`src/design/ckv_pkg.sv`:
```
/*
  Package for the carkit event and vendor register bank: register
  addresses, field positions, reset values and conversion timing.
  Assumes a 40 MHz system clock and 6-bit register addresses.
*/
package ckv_pkg;
  timeunit 1ns;
  timeprecision 1ps;

  localparam int unsigned CLK_FREQ_HZ = 40000000;
  localparam int unsigned MEASURE_TIME_US = 282;
  // Conversion time in cycles: 282 us times 40 cycles per us, exact with no rounding
  localparam int unsigned MEASURE_CYCLES = (MEASURE_TIME_US * (CLK_FREQ_HZ / 1000000));

  localparam logic [5:0] ADDR_CK_IRQ_EN_WR = 6'h1d;
  localparam logic [5:0] ADDR_CK_IRQ_EN_SET = 6'h1e;
  localparam logic [5:0] ADDR_CK_IRQ_EN_CLR = 6'h1f;
  localparam logic [5:0] ADDR_EVENT_STATUS = 6'h20;
  localparam logic [5:0] ADDR_EVENT_LATCH = 6'h21;
  localparam logic [5:0] ADDR_DRIVE_AMPL = 6'h31;
  localparam logic [5:0] ADDR_HEADSET_AUDIO = 6'h33;
  localparam logic [5:0] ADDR_ID_MEASURE_WR = 6'h36;
  localparam logic [5:0] ADDR_ID_MEASURE_SET = 6'h37;
  localparam logic [5:0] ADDR_ID_MEASURE_CLR = 6'h38;

  localparam int unsigned ST_OPEN_ID_BIT = 0;
  localparam int unsigned ST_CODE_LSB = 3;
  localparam int unsigned ST_DONE_BIT = 6;
  localparam int unsigned LT_OPEN_ID_BIT = 0;
  localparam int unsigned LT_MEASURE_BIT = 3;
  localparam int unsigned IE_RISE_BIT = 0;
  localparam int unsigned IE_FALL_BIT = 1;
  localparam int unsigned IE_MEASURE_BIT = 5;
  localparam int unsigned VM_CODE_LSB = 0;
  localparam int unsigned VM_DONE_BIT = 3;
  localparam int unsigned VM_START_BIT = 4;
  localparam int unsigned VM_RSVD_BIT = 5;
  localparam int unsigned VM_IRQ_EN_BIT = 6;
  localparam int unsigned BOOST_LSB = 5;

  localparam logic [3:0] HEADSET_KEY = 4'ha;
  localparam logic [1:0] BOOST_RESET = 2'h0;
  localparam logic [3:0] HEADSET_RESET = 4'h0;
  localparam logic [2:0] CODE_RESET = 3'h0;

endpackage

```
`src/design/ckv_if.sv`:
```
/*
  Interface between the register bank and its measurement timer.
  Assumes one clock domain shared by both sides.
*/
interface ckv_meas_if;
  timeunit 1ns;
  timeprecision 1ps;
  logic start;
  logic done;
  modport ctrl (output start, input done);
  modport timer (input start, output done);
endinterface

```
`src/design/ckv_meas_timer.sv`:
```
/*
  Conversion timer: counts the fixed conversion time after a start
  pulse and then gives a one-cycle done pulse.
  Assumes start is a single-cycle pulse from the register bank.
*/
module ckv_meas_timer
  import ckv_pkg::*;
#(
  parameter int unsigned CYCLES = MEASURE_CYCLES
) (
  input wire logic clk_i,          // System clock
  input wire logic sys_rst_i,      // Synchronous reset, high
  ckv_meas_if.timer meas           // Start and done handshake
);
  timeunit 1ns;
  timeprecision 1ps;
  logic [15:0] cnt_reg, cnt_next;
  logic busy_reg, busy_next;
  logic done_reg, done_next;

  always_comb begin
    cnt_next = cnt_reg;
    busy_next = busy_reg;
    done_next = 1'b0;
    if (meas.start && !busy_reg) begin
      busy_next = 1'b1;
      cnt_next = 16'(CYCLES - 1);
    end else if (busy_reg) begin
      if (cnt_reg == 16'h0000) begin
        busy_next = 1'b0;
        done_next = 1'b1;
      end else begin
        cnt_next = cnt_reg - 16'h0001;
      end
    end
  end

  always_ff @(posedge clk_i) begin
    if (sys_rst_i) begin
      cnt_reg <= 16'h0000;
      busy_reg <= 1'b0;
      done_reg <= 1'b0;
    end else begin
      cnt_reg <= cnt_next;
      busy_reg <= busy_next;
      done_reg <= done_next;
    end
  end

  assign meas.done = done_reg;
endmodule

```
`src/design/ckv_regs.sv`:
```
/*
  Carkit event status and latch registers plus the vendor drive boost,
  headset audio and ID measurement registers behind the PHY register port.
  Assumes the ULPI front end decodes immediate and extended commands to a
  6-bit address with one-cycle read and write strobes; id_float_i is
  already synchronous and qualified by the ID pull-up.
*/
// Summary of operation
// - Status bit 0 shows ID pin floating
// - Unimplemented detect bits always read zero
// - Status bits 5:3 carry the resistor code
// - Done flag set after 282 us conversion
// - Done clears only on ID measurement register read
// - Status register read leaves done flag alone
// - Float latch set on enabled rise or fall
// - Measure latch set on enabled done rising
// - Latch register read clears latched bits
// - Immediate and extended addresses reach same registers
// - Vendor range 30h-3Fh reachable by immediate access
// - Boost field 6:5 selects drive amplitude
// - Headset audio only on exact key 1010
// - Start bit launches conversion, self-clears on completion
// - Measure irq enable is OR of two bits
// - Enabled carkit events raise alternate interrupt
module ckv_regs
  import ckv_pkg::*;
#(
  parameter int unsigned MEAS_CYCLES = MEASURE_CYCLES
) (
  input wire logic clk_i,             // 40 MHz system clock
  input wire logic sys_rst_i,         // Synchronous reset, high
  input wire logic [5:0] reg_addr_i,  // Register address, immediate or extended
  input wire logic reg_wr_i,          // Write strobe, one cycle
  input wire logic reg_rd_i,          // Read strobe, one cycle
  input wire logic [7:0] reg_wdata_i, // Write data
  input wire logic id_float_i,        // ID pin floating, pull-up enabled
  input wire logic [2:0] id_code_i,   // Resistor code from converter
  output logic [7:0] reg_rdata_o,     // Read data, valid cycle after read
  output logic [1:0] hs_boost_o,      // Drive amplitude select
  output logic headset_audio_en_o,    // Headset audio mode enabled
  output logic alt_int_o              // Alternate interrupt level to link
);
  timeunit 1ns;
  timeprecision 1ps;

  ckv_meas_if meas_if ();

  ckv_meas_timer #(
    .CYCLES(MEAS_CYCLES)
  ) u_timer (
    .clk_i(clk_i),
    .sys_rst_i(sys_rst_i),
    .meas(meas_if.timer)
  );

  logic rise_en_reg, rise_en_next;
  logic fall_en_reg, fall_en_next;
  logic ck_meas_ie_reg, ck_meas_ie_next;
  logic vm_meas_ie_reg, vm_meas_ie_next;
  logic vm_rsvd_reg, vm_rsvd_next;
  logic start_reg, start_next;
  logic start_pulse_reg, start_pulse_next;
  logic done_reg, done_next;
  logic [2:0] code_reg, code_next;
  logic float_q_reg, float_q_next;
  logic open_ev_reg, open_ev_next;
  logic meas_ev_reg, meas_ev_next;
  logic [1:0] boost_reg, boost_next;
  logic [3:0] key_reg, key_next;
  logic [7:0] rdata_reg, rdata_next;
  logic audio_reg, audio_next;
  logic alt_reg, alt_next;

  logic meas_ie;
  logic [7:0] ie_val, vm_val, st_val, lt_val, rd_mux;
  logic wr_ie, set_ie, clr_ie, wr_vm, set_vm, clr_vm;
  logic [7:0] ie_new, vm_new;

  // Start is requested only on the rising edge of the start bit
  assign meas_if.start = start_pulse_reg;

  always_comb begin
    meas_ie = ck_meas_ie_reg | vm_meas_ie_reg;
    ie_val = 8'h00;
    ie_val[IE_RISE_BIT] = rise_en_reg;
    ie_val[IE_FALL_BIT] = fall_en_reg;
    ie_val[IE_MEASURE_BIT] = ck_meas_ie_reg;
    vm_val = 8'h00;
    vm_val[VM_CODE_LSB +: 3] = code_reg;
    vm_val[VM_DONE_BIT] = done_reg;
    vm_val[VM_START_BIT] = start_reg;
    vm_val[VM_RSVD_BIT] = vm_rsvd_reg;
    vm_val[VM_IRQ_EN_BIT] = vm_meas_ie_reg;
    // Bits 1 and 2 stay zero: car detect logic is not built
    st_val = 8'h00;
    st_val[ST_OPEN_ID_BIT] = id_float_i;
    st_val[ST_CODE_LSB +: 3] = code_reg;
    st_val[ST_DONE_BIT] = done_reg;
    lt_val = 8'h00;
    lt_val[LT_OPEN_ID_BIT] = open_ev_reg;
    lt_val[LT_MEASURE_BIT] = meas_ev_reg;
  end

  // One address decode serves both access forms
  always_comb begin
    wr_ie = reg_wr_i && reg_addr_i == ADDR_CK_IRQ_EN_WR;
    set_ie = reg_wr_i && reg_addr_i == ADDR_CK_IRQ_EN_SET;
    clr_ie = reg_wr_i && reg_addr_i == ADDR_CK_IRQ_EN_CLR;
    wr_vm = reg_wr_i && reg_addr_i == ADDR_ID_MEASURE_WR;
    set_vm = reg_wr_i && reg_addr_i == ADDR_ID_MEASURE_SET;
    clr_vm = reg_wr_i && reg_addr_i == ADDR_ID_MEASURE_CLR;
    ie_new = wr_ie ? reg_wdata_i : set_ie ? (ie_val | reg_wdata_i) :
             clr_ie ? (ie_val & ~reg_wdata_i) : ie_val;
    vm_new = wr_vm ? reg_wdata_i : set_vm ? (vm_val | reg_wdata_i) :
             clr_vm ? (vm_val & ~reg_wdata_i) : vm_val;
  end

  always_comb begin
    unique case (reg_addr_i)
      ADDR_CK_IRQ_EN_WR, ADDR_CK_IRQ_EN_SET, ADDR_CK_IRQ_EN_CLR: rd_mux = ie_val;
      ADDR_EVENT_STATUS: rd_mux = st_val;
      ADDR_EVENT_LATCH: rd_mux = lt_val;
      ADDR_DRIVE_AMPL: rd_mux = {1'b0, boost_reg, 5'h00};
      ADDR_HEADSET_AUDIO: rd_mux = {4'h0, key_reg};
      ADDR_ID_MEASURE_WR, ADDR_ID_MEASURE_SET, ADDR_ID_MEASURE_CLR: rd_mux = vm_val;
      default: rd_mux = 8'h00;
    endcase
  end

  always_comb begin
    rise_en_next = ie_new[IE_RISE_BIT];
    fall_en_next = ie_new[IE_FALL_BIT];
    ck_meas_ie_next = ie_new[IE_MEASURE_BIT];
    vm_meas_ie_next = vm_new[VM_IRQ_EN_BIT];
    vm_rsvd_next = vm_new[VM_RSVD_BIT];
    code_next = code_reg;
    if (wr_vm) begin
      code_next = reg_wdata_i[VM_CODE_LSB +: 3];
    end
    start_next = vm_new[VM_START_BIT];
    start_pulse_next = vm_new[VM_START_BIT] && !start_reg;
    done_next = done_reg;
    // Reading the status register has no side effect on done
    if (reg_rd_i && (reg_addr_i == ADDR_ID_MEASURE_WR ||
        reg_addr_i == ADDR_ID_MEASURE_SET || reg_addr_i == ADDR_ID_MEASURE_CLR)) begin
      done_next = 1'b0;
    end
    if (meas_if.done) begin
      code_next = id_code_i;
      done_next = 1'b1;
      start_next = 1'b0;
    end
    float_q_next = id_float_i;
    open_ev_next = open_ev_reg;
    meas_ev_next = meas_ev_reg;
    if (reg_rd_i && reg_addr_i == ADDR_EVENT_LATCH) begin
      open_ev_next = 1'b0;
      meas_ev_next = 1'b0;
    end
    // Sets come after the clear so a coinciding event survives
    if ((id_float_i && !float_q_reg && rise_en_reg) ||
        (!id_float_i && float_q_reg && fall_en_reg)) begin
      open_ev_next = 1'b1;
    end
    if (meas_if.done && !done_reg && meas_ie) begin
      meas_ev_next = 1'b1;
    end
    boost_next = boost_reg;
    key_next = key_reg;
    if (reg_wr_i && reg_addr_i == ADDR_DRIVE_AMPL) begin
      boost_next = reg_wdata_i[BOOST_LSB +: 2];
    end
    if (reg_wr_i && reg_addr_i == ADDR_HEADSET_AUDIO) begin
      key_next = reg_wdata_i[3:0];
    end
    audio_next = key_next == HEADSET_KEY;
    rdata_next = reg_rd_i ? rd_mux : rdata_reg;
    alt_next = open_ev_next | meas_ev_next;
  end

  always_ff @(posedge clk_i) begin
    if (sys_rst_i) begin
      rise_en_reg <= 1'b0;
      fall_en_reg <= 1'b0;
      ck_meas_ie_reg <= 1'b0;
      vm_meas_ie_reg <= 1'b0;
      vm_rsvd_reg <= 1'b0;
      start_reg <= 1'b0;
      start_pulse_reg <= 1'b0;
      done_reg <= 1'b0;
      code_reg <= CODE_RESET;
      float_q_reg <= 1'b0;
      open_ev_reg <= 1'b0;
      meas_ev_reg <= 1'b0;
      boost_reg <= BOOST_RESET;
      key_reg <= HEADSET_RESET;
      rdata_reg <= 8'h00;
      audio_reg <= 1'b0;
      alt_reg <= 1'b0;
    end else begin
      rise_en_reg <= rise_en_next;
      fall_en_reg <= fall_en_next;
      ck_meas_ie_reg <= ck_meas_ie_next;
      vm_meas_ie_reg <= vm_meas_ie_next;
      vm_rsvd_reg <= vm_rsvd_next;
      start_reg <= start_next;
      start_pulse_reg <= start_pulse_next;
      done_reg <= done_next;
      code_reg <= code_next;
      float_q_reg <= float_q_next;
      open_ev_reg <= open_ev_next;
      meas_ev_reg <= meas_ev_next;
      boost_reg <= boost_next;
      key_reg <= key_next;
      rdata_reg <= rdata_next;
      audio_reg <= audio_next;
      alt_reg <= alt_next;
    end
  end

  assign reg_rdata_o = rdata_reg;
  assign hs_boost_o = boost_reg;
  assign headset_audio_en_o = audio_reg;
  assign alt_int_o = alt_reg;
endmodule

```
`config.mk`:
```
export PLATFORM = sky130hd
export DESIGN_NAME = ckv_regs
export DESIGN_NICKNAME = d
export VERILOG_FILES = /design/src/design/ckv_pkg.sv /design/src/design/ckv_if.sv /design/src/design/ckv_meas_timer.sv /design/src/design/ckv_regs.sv
export SDC_FILE = /design/constraint.sdc
export NUM_CORES = 1
export LEC_CHECK = 0
export BUFFER_PORTS_ARGS = -buffer_cell sky130_fd_sc_hd__buf_2
export CAP_MARGIN = 20
export CORE_ASPECT_RATIO = 1.4
export CORE_MARGIN = 1
export CORE_UTILIZATION = 30
export CTS_BUF_LIST = sky130_fd_sc_hd__clkbuf_8
export DETAILED_ROUTE_END_ITERATION = 8
export GPL_TIMING_DRIVEN = 0
export PLACE_DENSITY_LB_ADDON = 0.05
export SLEW_MARGIN = 20
export SYNTH_ARGS = -nofsm -noshare
export SYNTH_HDL_FRONTEND = slang
export SYNTH_SLANG_ARGS = --single-unit
```
`constraint.sdc`:
```
create_clock -name clk_i -period 2.1 [get_ports clk_i]
set_input_delay 0.42 -clock clk_i [delete_from_list [all_inputs] [get_ports clk_i]]
set_output_delay 0.42 -clock clk_i [all_outputs]
set_load 0.02 [all_outputs]
```
==> impl_metrics.toml <==
[cells_and_area]
final_cell_mix = "dfxtp_1, buf_2, nand2_1"
largest_register_ffs = 16
drive_gt1_share_pct = 19.5
final_util_pct = 37.0
final_nets = 351
fin_cells = 428
syn_to_final_growth_pct = 18.1
n_fill_cell = 854
final_common_cell = "dfxtp_1"
diodes = 0

[synth]
yosysSeqAreaShare_pct = 38.3
yosysUniqueCellTypes = 60
syn-cell-area_sq_mm = 0.00246
ys_warn_count = 0
postSynthCellCount = 291
ys_ff_latch = 47
synth_ff_type = "dfxtp_1"
avgSynthCellArea_sq_um = 8.45
synth_edf_count = 0
async_reset_ff_share_pct = 0
synthesis.nets = 314

[worst_setup_path]
reg2reg_setup_slack_ns = 0.08
reg2reg_to = "u_timer.cnt_reg[9]"
arrival_ns = 2.24
r2r_cells = 5
crit_path_start_kind = "register"
endpoint_kind = "register"
path_max_fanout = 8
crit_type = "register to register"
r2r_start = "u_timer.cnt_reg[1]"
required_ns = 2.32

[grt]
grt_antenna_before_repair = 0
grt_first_pass_wirelength_microns = 12100
overflow = 0
grtUsageMet2_pct = 37.0
gr-usage-all-layers_pct = 18.8
grt_use_met3_pct = 2.85
first_global_vias = 2292
grt_busiest_layer = "met2"
grt_use_met1_pct = 19.8
grt_max_degree = 15

[worst_hold_path]
hold_end = "code_reg[1]"
hold_class = "input port to register"
holdPathStages = 3
hold_start = "id_code_i[1]"

[timing]
holdWs_ns = 0.373
fin_crit_ns = 2.02
final-setup-viol-count = 0
finClkSkew_ns = 0.0155
max_freq_mhz = 495
post-route-period-util_pct = 96.2
rsz0062_at_grt = "no"
maxSlewHeadroom_pct = 57.3
worst_pin_slew_ns = 0.637
final-hold-violation-count = 0
final_max_slew_viol_count = 0
fin_ws_ns = 0.0805

[floorplan]
fp.dieH_microns = 109
boundaryPins = 34
std_cell_rows = 38
initial_core_util_pct = 31.3
die_area_sq_mm = 0.00857
fp.dieW_microns = 78.5
core_area_sq_mm = 0.00785

[drt]
wl_per_cell_microns = 17.7
dr.first_iter.drc_count = 151
wl_microns = 7560
ant_nets = 0
drc_errors = 0
firstDrtPassIters = 5
vias_per_cell = 5.48
vias = 2347

[outcome]
status = "finished clean"

[flow_run]
max_cap_viol_count = 0

[cts]
htreeDepth = 2
root_buffer = "clkbuf_8"
clock_latency_ns = 0.31
cts_tree = "yes"
cts_buffers = 5
clk_pin_slew_ns = 0.10
clk_path_buf_depth = 2
cts.sinks = 47
cts-hold-fix-buffers = 0

[placed_design]
port_buffers = 26
place_congestion = 0.797
pre_cts_slack_ns = -0.471
place_hpwl_microns = 5660
placedCellCount = 417

[power]
finalPower_mw = 1.59
p_per_area_mw_per_mm2 = 549
ir_drop_mv = 0.214
power_leakage_nw = 1.06
==> timing repair <==
item | CTS | global route
gates cloned | 0 | 0
setup buffers | 0 | 4
gates resized for setup | 9 | 10
endpoints found under the hold margin | 0 | 0
endpoints found under the setup margin | 10 | 13
pin swaps | 0 | 6
==> metal layers <==
metal	up-vias	wire length, microns
met4	0	117
li1	1161	-
met1	1137	2910
met2	41	4270
met5	-	0
met3	8	261
==> synthesized netlist by cell type (4+ instances only) <==
cell type	n	area (sq um)
a211oi_1	10	75.1
mux2i_1	13	130
dfxtp_1	47	941
nand4_1	4	25.0
o21ai_0	9	45.0
clkbuf_1	12	45.0
nand2_1	25	93.8
or4_1	4	30.0
a222oi_1	4	40.0
nor2_1	21	78.8
a221oi_1	4	35.0
inv_1	8	30.0
nor3_1	10	50.1
nand3b_1	5	37.5
nor2b_1	8	50.1
nand3_1	7	35.0
and3_1	6	37.5
nand2b_1	6	37.5
or3_1	7	43.8
a31o_2	4	35.0
a21oi_1	17	85.1
==> where the power goes <==
part           leakage, nW  switching (mW)  internal [mW]
clock               0.0440           0.323          0.229
sequential           0.381         0.00302          0.894
combinational        0.634          0.0966         0.0492
total                 1.06           0.423           1.17
==> worst max-delay path by stage <==
| stage | from | end | slack, ns | depth (start not counted) |
|---|---|---|---|---|
| floorplan | reg_addr_i[0] | vm_meas_ie_reg | 0.03 | 5 |
| global placement | reg_addr_i[2] | reg_rdata_o[6] | -0.50 | 6 |
| detailed placement | reg_addr_i[2] | reg_rdata_o[6] | -0.47 | 6 |
| CTS | u_timer.cnt_reg[0] | u_timer.cnt_reg[13] | 0.02 | 5 |
| global route | u_timer.cnt_reg[1] | u_timer.cnt_reg[9] | 0.01 | 5 |
| finish | u_timer.cnt_reg[1] | u_timer.cnt_reg[9] | 0.08 | 5 |
==> final cells by class <==
type                            instances  area (sq um)  share of cell area [%]
Buffer                                 17          73.8                    2.54
Clock inverter                          2          13.8                   0.474
Clock buffer                            5          68.8                    2.37
Tap cell                              100           125                    4.31
Multi-Input combinational cell        218          1480                    51.0
Sequential cell                        47           947                    32.6
Inverter                                9          33.8                    1.16
Timing Repair Buffer                   30           160                    5.51
==> kinds of logic after synthesis <==
logic type	synth area share [%]
mux	5.29
buf+inv	4.27
simple gates	29.4
compound gates	21.0
flops	38.3
xor+xnor	1.07
other cells	0.153
fa+ha+maj	0.509
==> through the flow <==
step,TNS [ns],instance area (sq um)
2_1_floorplan,0,2460
3_3_place_gp,-6.41,2710
3_5_place_dp,-6.41,2710
4_1_cts,0,2850
5_1_grt,0,2900
6_report,0,2900
==> critical path, cell delays in order (launching register included) <==
cell	delay, ns
dfxtp_2	0.33
or4b_4	0.54
or2_0	0.23
buf_4	0.16
or4_1	0.49
a21oi_1	0.18
Note: power is estimated with default switching activity, not from simulation.
